## src/design/pocic_pkg.sv

```systemverilog
// Purpose: shared constants and types of the pin option, clock and irq block
// Assumes: 8-bit register port, one 20 MHz clock
// Notes: option bit positions follow the option register layout
package pocic_pkg;
  // register offsets
  localparam logic [7:0] OFS_PA_DIR = 8'h04;
  localparam logic [7:0] OFS_PB_DIR = 8'h05;
  localparam logic [7:0] OFS_IRQ_STAT = 8'h0A;
  localparam logic [7:0] OFS_IRQ_MASK = 8'h0B;
  localparam logic [7:0] OFS_STATE = 8'h0C;
  localparam logic [7:0] OFS_PA_PDI = 8'h10;
  localparam logic [7:0] OFS_PB_PDI = 8'h11;
  localparam logic [7:0] OFS_OPTION = 8'h12;
  // option_config_one fields
  localparam int OPT_SHORT_DLY = 7;
  localparam int OPT_THREE_PIN = 6;
  localparam int OPT_RC = 5;
  localparam int OPT_PULLDOWN = 3;
  localparam int OPT_KBD_IRQ = 2;
  localparam int OPT_LEVEL_IRQ = 1;
  // status and mask fields
  localparam int ST_IRQ_EDGE = 0;
  localparam int ST_WDOG = 1;
  localparam int ST_ILLEGAL = 2;
  localparam int NUM_EVT = 3;
  // reset values
  localparam logic [7:0] RST_BYTE = 8'h00;
  localparam logic [NUM_EVT-1:0] RST_EVT = 3'h0;
  // startup delays in internal operating clock cycles
  localparam int LONG_DLY_CYC = 4064;
  localparam int SHORT_DLY_CYC = 16;
  localparam int DLY_W = 12;
  // clock: oscillator divided by two
  localparam int OSC_DIV = 2;

  typedef enum logic [1:0] {
    OSC_XTAL = 2'h0,
    OSC_RC2 = 2'h1,
    OSC_RC3 = 2'h3
  } pocic_osc_t;

  // gray codes along reset -> delay -> run
  typedef enum logic [1:0] {
    PS_RESET = 2'h0,
    PS_DELAY = 2'h1,
    PS_RUN = 2'h3
  } pocic_pwr_t;

  typedef struct packed {
    logic [7:0] addr;
    logic [7:0] wdata;
    logic wr;
    logic rd;
  } pocic_bus_t;
endpackage : pocic_pkg

```

## src/design/pocic_sync.sv

```systemverilog
// Purpose: three-stage synchroniser with agreement filter
// Assumes: inputs asynchronous to clk
// Notes: output moves only when stages two and three agree
`timescale 1ns/10ps
`default_nettype none
module pocic_sync #(
  parameter int W = 1,
  parameter logic [W-1:0] IDLE = '0
) (
  // clock and reset
  input wire logic clk,
  input wire logic sys_rst,
  // data
  input wire logic [W-1:0] din,
  output logic [W-1:0] dout
);
  logic [W-1:0] s1, s2, s3, next_dout;

  // s1 feeds only s2
  always_comb begin
    next_dout = dout;
    for (int i = 0; i < W; i++) begin
      if (s2[i] == s3[i]) begin
        next_dout[i] = s3[i];
      end
    end
  end

  always_ff @(posedge clk) begin
    if (sys_rst) begin
      s1 <= IDLE;
      s2 <= IDLE;
      s3 <= IDLE;
      dout <= IDLE;
    end else begin
      s1 <= din;
      s2 <= s1;
      s3 <= s2;
      dout <= next_dout;
    end
  end
endmodule : pocic_sync
`default_nettype wire

```

## src/design/pocic_top.sv

```systemverilog
// Purpose: option-driven clock, oscillator pin, reset pin and irq logic
// Assumes: clk is the oscillator input; option bits arrive as straps
// Notes: option register is read-only, caught once after reset release
//
// Implementation choice: strobed register access.
`timescale 1ns/10ps
`default_nettype none
// Notes on behaviour
// - the operating clock is the oscillator rate divided by two.
// - rc bit set without the three-pin bit selects the two-pin rc oscillator.
// - rc bit together with the three-pin bit selects the three-pin rc mode.
// - the startup resistor is connected only in crystal or resonator mode.
// - portb1_osc_third is a plain input after reset unless three-pin rc.
// - a low on the reset pin puts the device in its startup reset state.
// - the device pulls its reset pin low on watchdog or illegal address reset.
// - the irq pin triggers on falling edge only or on edge and low level.
// - with the option set, keyboard_lines join the irq inverted, same mode.
// - all port A lines are inputs after reset, then under software control.
// - portb0_line is an input after reset.
// - with the pulldown option, software may enable port pulldowns.
// - with an rc oscillator the startup delay is 4064 or 16 op cycles.
module pocic_top #(
  parameter int LONG_DLY = pocic_pkg::LONG_DLY_CYC,
  parameter int SHORT_DLY = pocic_pkg::SHORT_DLY_CYC
) (
  // clock and reset
  input wire logic clk,
  input wire logic sys_rst,
  // register port
  input wire pocic_pkg::pocic_bus_t bus,
  output logic [7:0] rdata,
  // option straps
  input wire logic [7:0] option_straps,
  // reset pin and internal reset causes
  input wire logic reset_pin_n_in,
  output logic reset_pin_n_out,
  output logic reset_pin_n_oe,
  input wire logic wdog_reset,
  input wire logic illegal_addr_reset,
  output logic core_reset,
  // clock and oscillator control
  output logic op_clk_en,
  output logic startup_res_en,
  output logic osc_third_en,
  // interrupt inputs and outputs
  input wire logic irq_pin_n,
  input wire logic [3:0] keyboard_lines,
  input wire logic irq_ack,
  output logic irq_req,
  output logic irq_out,
  // port direction and pulldowns
  output logic [7:0] pa_dir,
  output logic [1:0] pb_dir,
  output logic [7:0] pa_pd_en,
  output logic [1:0] pb_pd_en
);
  initial begin
    if (LONG_DLY < 1 || LONG_DLY >= 2 ** pocic_pkg::DLY_W ||
        SHORT_DLY < 1 || SHORT_DLY > LONG_DLY) begin
      $error("pocic_top: delay parameters out of range");
    end
  end
  localparam logic [pocic_pkg::DLY_W-1:0] LONG_M1 =
    pocic_pkg::DLY_W'(LONG_DLY - 1);
  localparam logic [pocic_pkg::DLY_W-1:0] SHORT_M1 =
    pocic_pkg::DLY_W'(SHORT_DLY - 1);
  logic [7:0] option, next_option;
  logic opt_caught, next_opt_caught;
  logic div, next_div, next_op_clk_en;
  pocic_pkg::pocic_osc_t osc_mode;
  pocic_pkg::pocic_pwr_t pstate, next_pstate;
  logic [pocic_pkg::DLY_W-1:0] dly_cnt, next_dly_cnt;
  logic next_core_reset, next_res_en, next_third_en, next_pin_oe;
  logic rst_pin_f, irq_pin_f;
  logic [3:0] kbd_f;
  logic req_lvl, req_prev, next_req_prev, edge_seen;
  logic irq_flag, next_irq_flag, next_irq_req, next_irq_out;
  logic [pocic_pkg::NUM_EVT-1:0] stat, next_stat, mask, next_mask, evt;
  logic [7:0] next_pa_dir, next_pa_pdi, pa_pdi, next_rdata, next_pa_pd;
  logic [1:0] next_pb_dir, pb_pdi, next_pb_pdi, next_pb_pd;
  logic wr_hit_stat;

  // pins from outside pass four flops: three stages and the filter
  pocic_sync #(.W(6), .IDLE(6'h30)) u_sync (
    .clk(clk),
    .sys_rst(sys_rst),
    .din({reset_pin_n_in, irq_pin_n, keyboard_lines}),
    .dout({rst_pin_f, irq_pin_f, kbd_f})
  );

  // option straps are caught once, a cycle after reset release
  always_comb begin
    next_option = option;
    next_opt_caught = 1'b1;
    if (!opt_caught) begin
      next_option = option_straps;
    end
  end

  // oscillator mode from rc and three-pin bits
  always_comb begin
    if (!option[pocic_pkg::OPT_RC]) begin
      osc_mode = pocic_pkg::OSC_XTAL;
    end else if (option[pocic_pkg::OPT_THREE_PIN]) begin
      osc_mode = pocic_pkg::OSC_RC3;
    end else begin
      osc_mode = pocic_pkg::OSC_RC2;
    end
  end

  // divide by two; one enable pulse per two oscillator cycles
  always_comb begin
    next_div = ~div;
    next_op_clk_en = div;
    next_res_en = (osc_mode == pocic_pkg::OSC_XTAL);
    next_third_en = (osc_mode == pocic_pkg::OSC_RC3);
  end

  // reset sequencer; the pin pulldown also drives us back into reset
  always_comb begin
    next_pstate = pstate;
    next_dly_cnt = dly_cnt;
    next_pin_oe = wdog_reset | illegal_addr_reset;
    case (pstate)
      pocic_pkg::PS_RESET: begin
        if (rst_pin_f && opt_caught) begin
          next_pstate = pocic_pkg::PS_DELAY;
          // short delay only honoured with an rc oscillator
          if (option[pocic_pkg::OPT_SHORT_DLY] &&
              option[pocic_pkg::OPT_RC]) begin
            next_dly_cnt = SHORT_M1;
          end else begin
            next_dly_cnt = LONG_M1;
          end
        end
      end
      pocic_pkg::PS_DELAY: begin
        if (div) begin
          if (dly_cnt == '0) begin
            next_pstate = pocic_pkg::PS_RUN;
          end else begin
            next_dly_cnt = dly_cnt - 1'b1;
          end
        end
      end
      pocic_pkg::PS_RUN: next_pstate = pocic_pkg::PS_RUN;
      default: next_pstate = pocic_pkg::PS_RESET;
    endcase
    if (!rst_pin_f || next_pin_oe) begin
      next_pstate = pocic_pkg::PS_RESET;
    end
    next_core_reset = (next_pstate != pocic_pkg::PS_RUN);
  end

  // combined request: irq pin low, or any enabled keyboard line high
  always_comb begin
    req_lvl = ~irq_pin_f;
    if (option[pocic_pkg::OPT_KBD_IRQ]) begin
      req_lvl = req_lvl | (|kbd_f);
    end
    next_req_prev = req_lvl;
    edge_seen = req_lvl & ~req_prev;
    next_irq_flag = irq_flag;
    if (irq_ack) begin
      next_irq_flag = 1'b0;
    end
    if (edge_seen) begin
      next_irq_flag = 1'b1;
    end
    // level mode keeps asking while the line stays active
    next_irq_req = next_irq_flag |
      (option[pocic_pkg::OPT_LEVEL_IRQ] & req_lvl);
  end

  // sticky status, write one to clear; a new event wins over the clear
  always_comb begin
    evt = '0;
    evt[pocic_pkg::ST_IRQ_EDGE] = edge_seen;
    evt[pocic_pkg::ST_WDOG] = wdog_reset;
    evt[pocic_pkg::ST_ILLEGAL] = illegal_addr_reset;
    wr_hit_stat = bus.wr && bus.addr == pocic_pkg::OFS_IRQ_STAT;
    next_stat = stat;
    if (wr_hit_stat) begin
      next_stat = stat & ~bus.wdata[pocic_pkg::NUM_EVT-1:0];
    end
    next_stat = next_stat | evt;
    next_mask = mask;
    if (bus.wr && bus.addr == pocic_pkg::OFS_IRQ_MASK) begin
      next_mask = bus.wdata[pocic_pkg::NUM_EVT-1:0];
    end
    next_irq_out = |(next_stat & next_mask);
  end

  // port direction and pulldown inhibit registers
  always_comb begin
    next_pa_dir = pa_dir;
    next_pb_dir = pb_dir;
    next_pa_pdi = pa_pdi;
    next_pb_pdi = pb_pdi;
    if (bus.wr) begin
      case (bus.addr)
        pocic_pkg::OFS_PA_DIR: next_pa_dir = bus.wdata;
        pocic_pkg::OFS_PB_DIR: next_pb_dir = bus.wdata[1:0];
        pocic_pkg::OFS_PA_PDI: next_pa_pdi = bus.wdata;
        pocic_pkg::OFS_PB_PDI: next_pb_pdi = bus.wdata[1:0];
        default: next_pa_dir = pa_dir;
      endcase
    end
    if (core_reset) begin // any reset returns the ports to inputs
      next_pa_dir = pocic_pkg::RST_BYTE;
      next_pb_dir = 2'h0;
    end
    // the third oscillator pin is never a port output in three-pin mode
    if (osc_mode == pocic_pkg::OSC_RC3) begin
      next_pb_dir[1] = 1'b0;
    end
    next_pa_pd = {8{option[pocic_pkg::OPT_PULLDOWN]}} & ~next_pa_pdi;
    next_pb_pd = {2{option[pocic_pkg::OPT_PULLDOWN]}} & ~next_pb_pdi;
    if (osc_mode == pocic_pkg::OSC_RC3) begin
      next_pb_pd[1] = 1'b0;
    end
  end

  // read mux; unmapped offsets read zero
  always_comb begin
    next_rdata = pocic_pkg::RST_BYTE;
    if (bus.rd) begin
      case (bus.addr)
        pocic_pkg::OFS_PA_DIR: next_rdata = pa_dir;
        pocic_pkg::OFS_PB_DIR: next_rdata = {6'h00, pb_dir};
        pocic_pkg::OFS_IRQ_STAT: next_rdata = {5'h00, stat};
        pocic_pkg::OFS_IRQ_MASK: next_rdata = {5'h00, mask};
        pocic_pkg::OFS_STATE: next_rdata = {5'h00, irq_req, pstate};
        pocic_pkg::OFS_PA_PDI: next_rdata = pa_pdi;
        pocic_pkg::OFS_PB_PDI: next_rdata = {6'h00, pb_pdi};
        pocic_pkg::OFS_OPTION: next_rdata = option;
        default: next_rdata = pocic_pkg::RST_BYTE;
      endcase
    end
  end

  // all state but reset_pin_n_out registered here
  always_ff @(posedge clk) begin
    if (sys_rst) begin
      option <= pocic_pkg::RST_BYTE;
      opt_caught <= 1'b0;
      div <= 1'b0;
      op_clk_en <= 1'b0;
      startup_res_en <= 1'b1;
      osc_third_en <= 1'b0;
      pstate <= pocic_pkg::PS_RESET;
      dly_cnt <= '0;
      core_reset <= 1'b1;
      reset_pin_n_oe <= 1'b0;
      req_prev <= 1'b0;
      irq_flag <= 1'b0;
      irq_req <= 1'b0;
      stat <= pocic_pkg::RST_EVT;
      mask <= pocic_pkg::RST_EVT;
      irq_out <= 1'b0;
      pa_dir <= pocic_pkg::RST_BYTE;
      pb_dir <= 2'h0;
      pa_pdi <= pocic_pkg::RST_BYTE;
      pb_pdi <= 2'h0;
      pa_pd_en <= pocic_pkg::RST_BYTE;
      pb_pd_en <= 2'h0;
      rdata <= pocic_pkg::RST_BYTE;
    end else begin
      option <= next_option;
      opt_caught <= next_opt_caught;
      div <= next_div;
      op_clk_en <= next_op_clk_en;
      startup_res_en <= next_res_en;
      osc_third_en <= next_third_en;
      pstate <= next_pstate;
      dly_cnt <= next_dly_cnt;
      core_reset <= next_core_reset;
      reset_pin_n_oe <= next_pin_oe;
      req_prev <= next_req_prev;
      irq_flag <= next_irq_flag;
      irq_req <= next_irq_req;
      stat <= next_stat;
      mask <= next_mask;
      irq_out <= next_irq_out;
      pa_dir <= next_pa_dir;
      pb_dir <= next_pb_dir;
      pa_pdi <= next_pa_pdi;
      pb_pdi <= next_pb_pdi;
      pa_pd_en <= next_pa_pd;
      pb_pd_en <= next_pb_pd;
      rdata <= next_rdata;
    end
  end
  // the pulldown only ever drives low
  always_ff @(posedge clk) begin
    reset_pin_n_out <= 1'b0;
  end
endmodule : pocic_top
`default_nettype wire

```

## config.mk

```make
export PLATFORM = sky130hd
export DESIGN_NAME = pocic_top
export DESIGN_NICKNAME = d
export VERILOG_FILES = /design/src/design/pocic_pkg.sv /design/src/design/pocic_sync.sv /design/src/design/pocic_top.sv
export SDC_FILE = /design/constraint.sdc
export NUM_CORES = 1
export LEC_CHECK = 0
export BUFFER_PORTS_ARGS = -buffer_cell sky130_fd_sc_hd__buf_4
export CAP_MARGIN = 20
export CORE_MARGIN = 2
export CORE_UTILIZATION = 45
export CTS_BUF_LIST = sky130_fd_sc_hd__clkbuf_4
export CTS_CLUSTER_SIZE = 30
export DETAILED_ROUTE_END_ITERATION = 8
export PLACE_DENSITY = 0.67
export SETUP_SLACK_MARGIN = 0.3
export SLEW_MARGIN = 20
export SYNTH_ARGS = -nofsm -noshare
export SYNTH_HDL_FRONTEND = slang
export SYNTH_SLANG_ARGS = --single-unit
```

## constraint.sdc

```tcl
create_clock -name clk -period 1.9 [get_ports clk]
set_input_delay 0.285 -clock clk [delete_from_list [all_inputs] [get_ports clk]]
set_output_delay 0.285 -clock clk [all_outputs]
set_load 0.02 [all_outputs]
```

==> results of run 1 <==
logic make-up after synthesis:
logic type,count (synthesis),share of synthesized area [%]
adder cells (fa/ha/maj),2,0.613
XOR/XNOR,2,0.429
AO/OA/AOI/OAI,66,12.0
buffers and inverters,31,4.02
multiplexers,37,9.14
AND/OR/NAND/NOR,174,24.1
other,1,0.0919
flip-flops,101,49.6
layer usage:
metal  share of wire [%]  global-route usage, %  vias to the layer above
met4                0.92                   5.58                        0
met5                   0                      0                        -
li1                    -                      -                     1620
met3                 3.8                   3.65                        8
met1                  46                   24.4                     1573
met2                  49                   32.2                       58
layout make-up:
class	instances	area, um^2	area share [%]
clock inverter	7	42.5	0.827
multi-input combinational	282	2030	39.5
timing repair buffer	103	795	15.5
tap	108	135	2.63
sequential	101	2040	39.6
inverter	9	33.8	0.657
clock buffer	9	67.6	1.31
repair_timing:
item,4_1_cts,5_1_grt
gates resized for setup,17,19
pin swaps,7,12
endpoints found under the setup margin,10,13
hold buffers,0,1
endpoints found under the hold margin,0,1
setup buffers,9,8
gates cloned,0,0
per-stage QoR:
stage | utilization (%) | hold slack [ps] | worst slack (ps) | total power [mW]
after floorplan | - | 389 | 288 | 2.51
after global placement | 54.5 | 394 | 117 | 2.65
after detailed placement | 54.5 | 394 | 51.2 | 2.66
after CTS | 57.1 | 16.1 | 232 | 3.61
after global routing | 58.7 | 19.9 | 129 | 3.79
final | 58.7 | 46.2 | 217 | 3.62
report_power, final:
| group | total (mW) | leakage [nW] | internal [mW] | switching, mW |
|---|---|---|---|---|
| clock network | 0.938 | 0.0607 | 0.262 | 0.676 |
| logic | 0.436 | 1.28 | 0.213 | 0.224 |
| registers | 2.25 | 0.827 | 2.19 | 0.0607 |
| total | 3.62 | 2.16 | 2.66 | 0.961 |
path summary, 6_finish.rpt:
kind | from | end | slack [ps]
max | dly_cnt[6] | dly_cnt[1] | 220
min | reset_pin_n_in | u_sync.s1[5] | 50
max reg2reg | dly_cnt[6] | dly_cnt[1] | 220
min reg2reg | u_sync.s1[4] | u_sync.s2[4] | 420
synthesized netlist by cell type (all sizes together):
| cell | instances | area [um^2] |
|---|---|---|
| a31oi | 4 | 55.1 |
| xnor2 | 1 | 8.76 |
| and3 | 5 | 31.3 |
| a21o | 2 | 15.0 |
| o311ai | 1 | 8.76 |
| mux2i | 35 | 350 |
| a22o | 5 | 43.8 |
| nor4 | 11 | 143 |
| nand3 | 8 | 57.6 |
| or4 | 1 | 7.51 |
| nor4b | 2 | 23.8 |
| clkbuf | 7 | 26.3 |
| a221o | 1 | 10.0 |
| or3 | 2 | 13.8 |
| o21a | 3 | 22.5 |
| a21oi | 21 | 131 |
| buf | 15 | 104 |
| o22ai | 2 | 12.5 |
| nand2 | 23 | 86.3 |
| and2 | 16 | 100 |
| and3b | 1 | 8.76 |
| nor3b | 4 | 35.0 |
| nand3b | 1 | 7.51 |
| or2 | 8 | 50.1 |
| o31ai | 1 | 7.51 |
| nor2b | 17 | 106 |
| a22oi | 7 | 52.6 |
| nor3 | 14 | 80.1 |
| a211oi | 4 | 30.0 |
| a32oi | 3 | 26.3 |
| o21ai | 8 | 40.0 |
| nor2 | 59 | 221 |
| xor2 | 1 | 8.76 |
| inv | 9 | 33.8 |
| a221oi | 1 | 8.76 |
| conb | 1 | 3.75 |
| nand2b | 1 | 6.26 |
| dfxtp | 101 | 2020 |
| nand4 | 1 | 6.26 |
| ha | 2 | 25.0 |
| mux2 | 2 | 22.5 |
| o41ai | 1 | 8.76 |
| o22a | 1 | 8.76 |
| a41oi | 1 | 8.76 |
state kept, by name, indices dropped and copies added (netlist names), 2 cells and up:
name         cells
mask             3
pa_pd_en         8
rdata            8
pstate           2
pb_dir           2
pa_pdi           8
pb_pdi           2
dly_cnt         12
u_sync.dout      6
u_sync.s3        6
stat             3
pa_dir           8
pb_pd_en         2
u_sync.s2        6
u_sync.s1        6
option           8
worst reg2reg max path, cell delays in order, from the launching register on:
cell and delay [ps]:
dfxtp_4 390, nor4_4 380, a31oi_4 150, buf_6 160
buf_4 130, buf_4 140, nor3_2 130, a211oi_1 70
==> impl_metrics.ini, run 1 <==
[run_status]
run_status = finished, final reports clean

[placement]
finalWeightedCongestion = 0.829
post-dp-hpwl_um = 6730
placed_cells = 585
dpl-instance-area_mm2 = 0.00477
place.port_buffers = 71

[flow_run]
drv.max_cap_violation_count = 0

[worst_hold_path]
class_of_the_worst_hold_path = in2reg
timing.hold.worst_path_depth = 2

[floorplanning]
die_width_um = 99.2
floorplan.initialDensity_pct = 46.6
design.core.area_mm2 = 0.00876
floorplan.die_area_mm2 = 0.00984
ios = 73
core.rowCount = 34
fp.dieH_um = 99.2

[cts]
cts_inserted_buffers = 9
cts_root_buf = clkbuf_4
clk_transition_reported_paths_ps = 160
clk_path_buf_depth = 2
maximum_level_of_the_cts_h_tree = 3
insertion_delay_ps = 430
cts.sink_count = 101
clock_tree_from_tritoncts = yes

[sta]
total_setup_violations_reported_at_the_end_of_the_flow = 0
slew_headroom_pct = 59.8
rsz0062_at_grt = yes
clock_period_minus_final_worst_setup_slack_ps = 1680
timing_max_transition_violations_final = 0
setup_total_negative_slack_ps = 0
worst_slew_pin_slew_ps = 598
finClkSkew_ps = 21.7
fin_crit_sh_pct = 88.6
final-hold-violation-count = 0
maxClockFrequency_ghz = 0.594

[setup_path]
timing.critical_path.cells = nor4_4, a31oi_4, buf_6, buf_4, buf_4, nor3_2, a211oi_1
slowest_delay_ps = 390
worstSetupPathType = reg2reg
worst-path-stages = 7
crit_arrival_ps = 1990
crit_path_frequent_cell = buf_4
r2r_cells = 7
timing.critical_path.slowest_stage_cell = dfxtp_4
timing.critical_path.max_delay_family = simple AND/OR/NAND/NOR gates
critPathMaxFanout = 5
nature_of_the_critical_path_startpoint = register
required_worst_endpoint_ps = 2210
worstSetupEndpointType = register
worstPathBufferInverterCount = 3

[layout]
finish.instance_area_mm2 = 0.00514
area_delta_synth_final_pct = 26.0
most-common-layout-cells = 97 x buf_4, 94 x dfxtp_1, 51 x nor2_1
n_fill_cell = 794
antenna-diode-count = 0
fin_nets = 545
layout.cells.most_common = buf_4
drive_gt1_share_pct = 35.4
stdcell_count = 619

[logic_synthesis]
syn_area_per_cell_um2 = 9.86
synthesis.instances = 414
synth-seq-cells = 101
ys_seq_area_share_pct = 49.6
syn-cell-area_mm2 = 0.00408
ys_types = 62
nets_in_the_synthesized_netlist = 453
synth.yosys.warnings = 0

[detailed_routing]
detail_route.drc_violations = 0
avgViaCountPerCell = 5.26
detail-route-antenna-nets = 0
drt_first_pass_iters = 4
detail_route.wl_per_cell_um = 15.3
route.final.wire_length_um = 9450
drt-initial-drc-count = 136
detailroute.via_count = 3259

[pwr]
p_leak_nw = 2.16
power.ir.vdd_worst_uv = 360
power-per-cell-area_mw_per_mm2 = 704

[global_routing]
all_layer_gr_usage_pct = 18.9
grt_antenna_before_repair = 0
largest_net_degree_at_the_start_of_global_routing = 28
grt_first_pass_wirelength_um = 15000
grt-ovfl-total = 0
vias_in_the_first_global_route = 3126
(Power assumes the default switching activity.)
==> inputs of run 2 (changes only) <==
--- a/config.mk
+++ b/config.mk
@@ -12,6 +12,7 @@
 export CTS_BUF_LIST = sky130_fd_sc_hd__clkbuf_4
 export CTS_CLUSTER_SIZE = 30
 export DETAILED_ROUTE_END_ITERATION = 8
+export HOLD_SLACK_MARGIN = 0.06
 export PLACE_DENSITY = 0.67
 export SETUP_SLACK_MARGIN = 0.3
 export SLEW_MARGIN = 20
==> run 2 against run 1 <==
Critical path depth unchanged. Largest power group unchanged. Maximum frequency about the same. Sequential power about the same.
==> impl_metrics.ini, run 2 (synthesis results as in run 1) <==
[floorplanning]
ios = 73
core.rowCount = 34
design.core.area_mm2 = 0.00876
floorplan.initialDensity_pct = 46.6
fp.dieH_um = 99.2
die_width_um = 99.2
floorplan.die_area_mm2 = 0.00984

[sta]
timing_max_transition_violations_final = 0
clock_period_minus_final_worst_setup_slack_ps = 1680
slew_headroom_pct = 59.9
setup_total_negative_slack_ps = 0
fin_crit_sh_pct = 88.6
final-hold-violation-count = 0
total_setup_violations_reported_at_the_end_of_the_flow = 0
worst_slew_pin_slew_ps = 596
whs_ps = 92.2
maxClockFrequency_ghz = 0.594
rsz0062_at_grt = yes
finClkSkew_ps = 22.4
setup_slack_ps = 216

[flow_run]
drv.max_cap_violation_count = 0

[layout]
finish.utilization_pct = 59.4
stdcell_count = 625
top_register = dly_cnt
antenna-diode-count = 0
fin_nets = 551
finish.instance_area_mm2 = 0.00520
largest_register_ffs = 12
area_delta_synth_final_pct = 27.5
drive_gt1_share_pct = 35.0
sequential_cell_area_mm2 = 0.00204
multi_input_combinational_cell_area_mm2 = 0.00203
layout.cells.most_common = buf_4
n_fill_cell = 791
most-common-layout-cells = 97 x buf_4, 94 x dfxtp_1, 51 x nor2_1

[pwr]
power.share.clock_pct = 25.8
netSwitchingPower_mw = 0.962
power.ir.vdd_worst_uv = 362
power-per-cell-area_mw_per_mm2 = 698
seq_power_share_pct = 61.9
power_switching_share_pct = 26.5
comb_power_share_pct = 12.3
power_mw = 3.63
p_leak_nw = 2.19
cellInternalPower_mw = 2.67

[detailed_routing]
detail-route-antenna-nets = 0
detail_route.drc_violations = 0
detail_route.wl_per_cell_um = 15.1
detailroute.via_count = 3305
route.final.wire_length_um = 9450
avgViaCountPerCell = 5.29
drt-initial-drc-count = 129
drt_first_pass_iters = 4

[global_routing]
grt-ovfl-total = 0
all_layer_gr_usage_pct = 19.0
grt_first_pass_wirelength_um = 15100
largest_net_degree_at_the_start_of_global_routing = 28
grt_antenna_before_repair = 0
vias_in_the_first_global_route = 3158

[placement]
dp_worst_setup_slack_ps = 51.2
place.port_buffers = 71
placed_cells = 585
dpl-instance-area_mm2 = 0.00477
post-dp-hpwl_um = 6730
finalWeightedCongestion = 0.829

[setup_path]
required_worst_endpoint_ps = 2210
nature_of_the_critical_path_startpoint = register
critPathMaxFanout = 5
crit_arrival_ps = 1990
worstSetupPathType = reg2reg
worstSetupEndpointType = register

[run_status]
run_status = finished, final reports clean

[cts]
clock_tree_from_tritoncts = yes
maximum_level_of_the_cts_h_tree = 3
cts.sink_count = 101
cts_inserted_buffers = 9
cts_root_buf = clkbuf_4
clk_transition_reported_paths_ps = 160
insertion_delay_ps = 430
clk_path_buf_depth = 2

[worst_hold_path]
class_of_the_worst_hold_path = in2reg
-- run 2: cell type report --
class                           count  area share (%)
Clock buffer                        9            1.30
Clock inverter                      7           0.818
Inverter                            9           0.650
Timing Repair Buffer              109            16.4
Multi-Input combinational cell    282            39.1
Tap cell                          108            2.60
Sequential cell                   101            39.1
-- run 2: what timing repair did --
item | in CTS | in global routing
endpoints found under the hold margin | 7 | 0
pin swaps | 7 | 12
gates resized for setup | 17 | 19
buffers inserted | 9 | 8
hold buffers | 7 | 0
setup endpoints to repair | 10 | 13
-- run 2: routing by layer --
| metal | vias to the layer above | track usage (%) | part of all wire [%] |
|---|---|---|---|
| met4 | 0 | 5.58 | 0.96 |
| met2 | 85 | 32.4 | 50 |
| met3 | 10 | 3.58 | 4.9 |
| met1 | 1572 | 24.4 | 45 |
| met5 | - | 0 | 0 |
| li1 | 1638 | - | - |
-- run 2: power groups by stage --
stage                     combinational, mW  clock [mW]  sequential [mW]
final                                 0.446       0.938             2.25
after global routing                  0.482        1.06             2.26
after CTS                             0.411       0.972             2.24
after detailed placement              0.369           0             2.29
after global placement                0.363           0             2.29
after floorplan                       0.219           0             2.29
-- run 2: worst paths after layout --
| check | from | end | slack (ps) | depth (start not counted) |
|---|---|---|---|---|
| worst min register to register | u_sync.s1[4] | u_sync.s2[4] | 420 | 1 |
| worst min-delay path | option_straps[6] | option[6] | 90 | 3 |
| worst max-delay path | dly_cnt[6] | dly_cnt[1] | 220 | 7 |
| worst max register to register | dly_cnt[6] | dly_cnt[1] | 220 | 7 |
-- run 2: worst max-delay path, stage by stage (launching register included) --
cell	delay, ps
dfxtp_4	390
nor4_4	380
a31oi_4	150
buf_6	160
buf_4	120
buf_4	140
nor3_2	130
a211oi_1	70
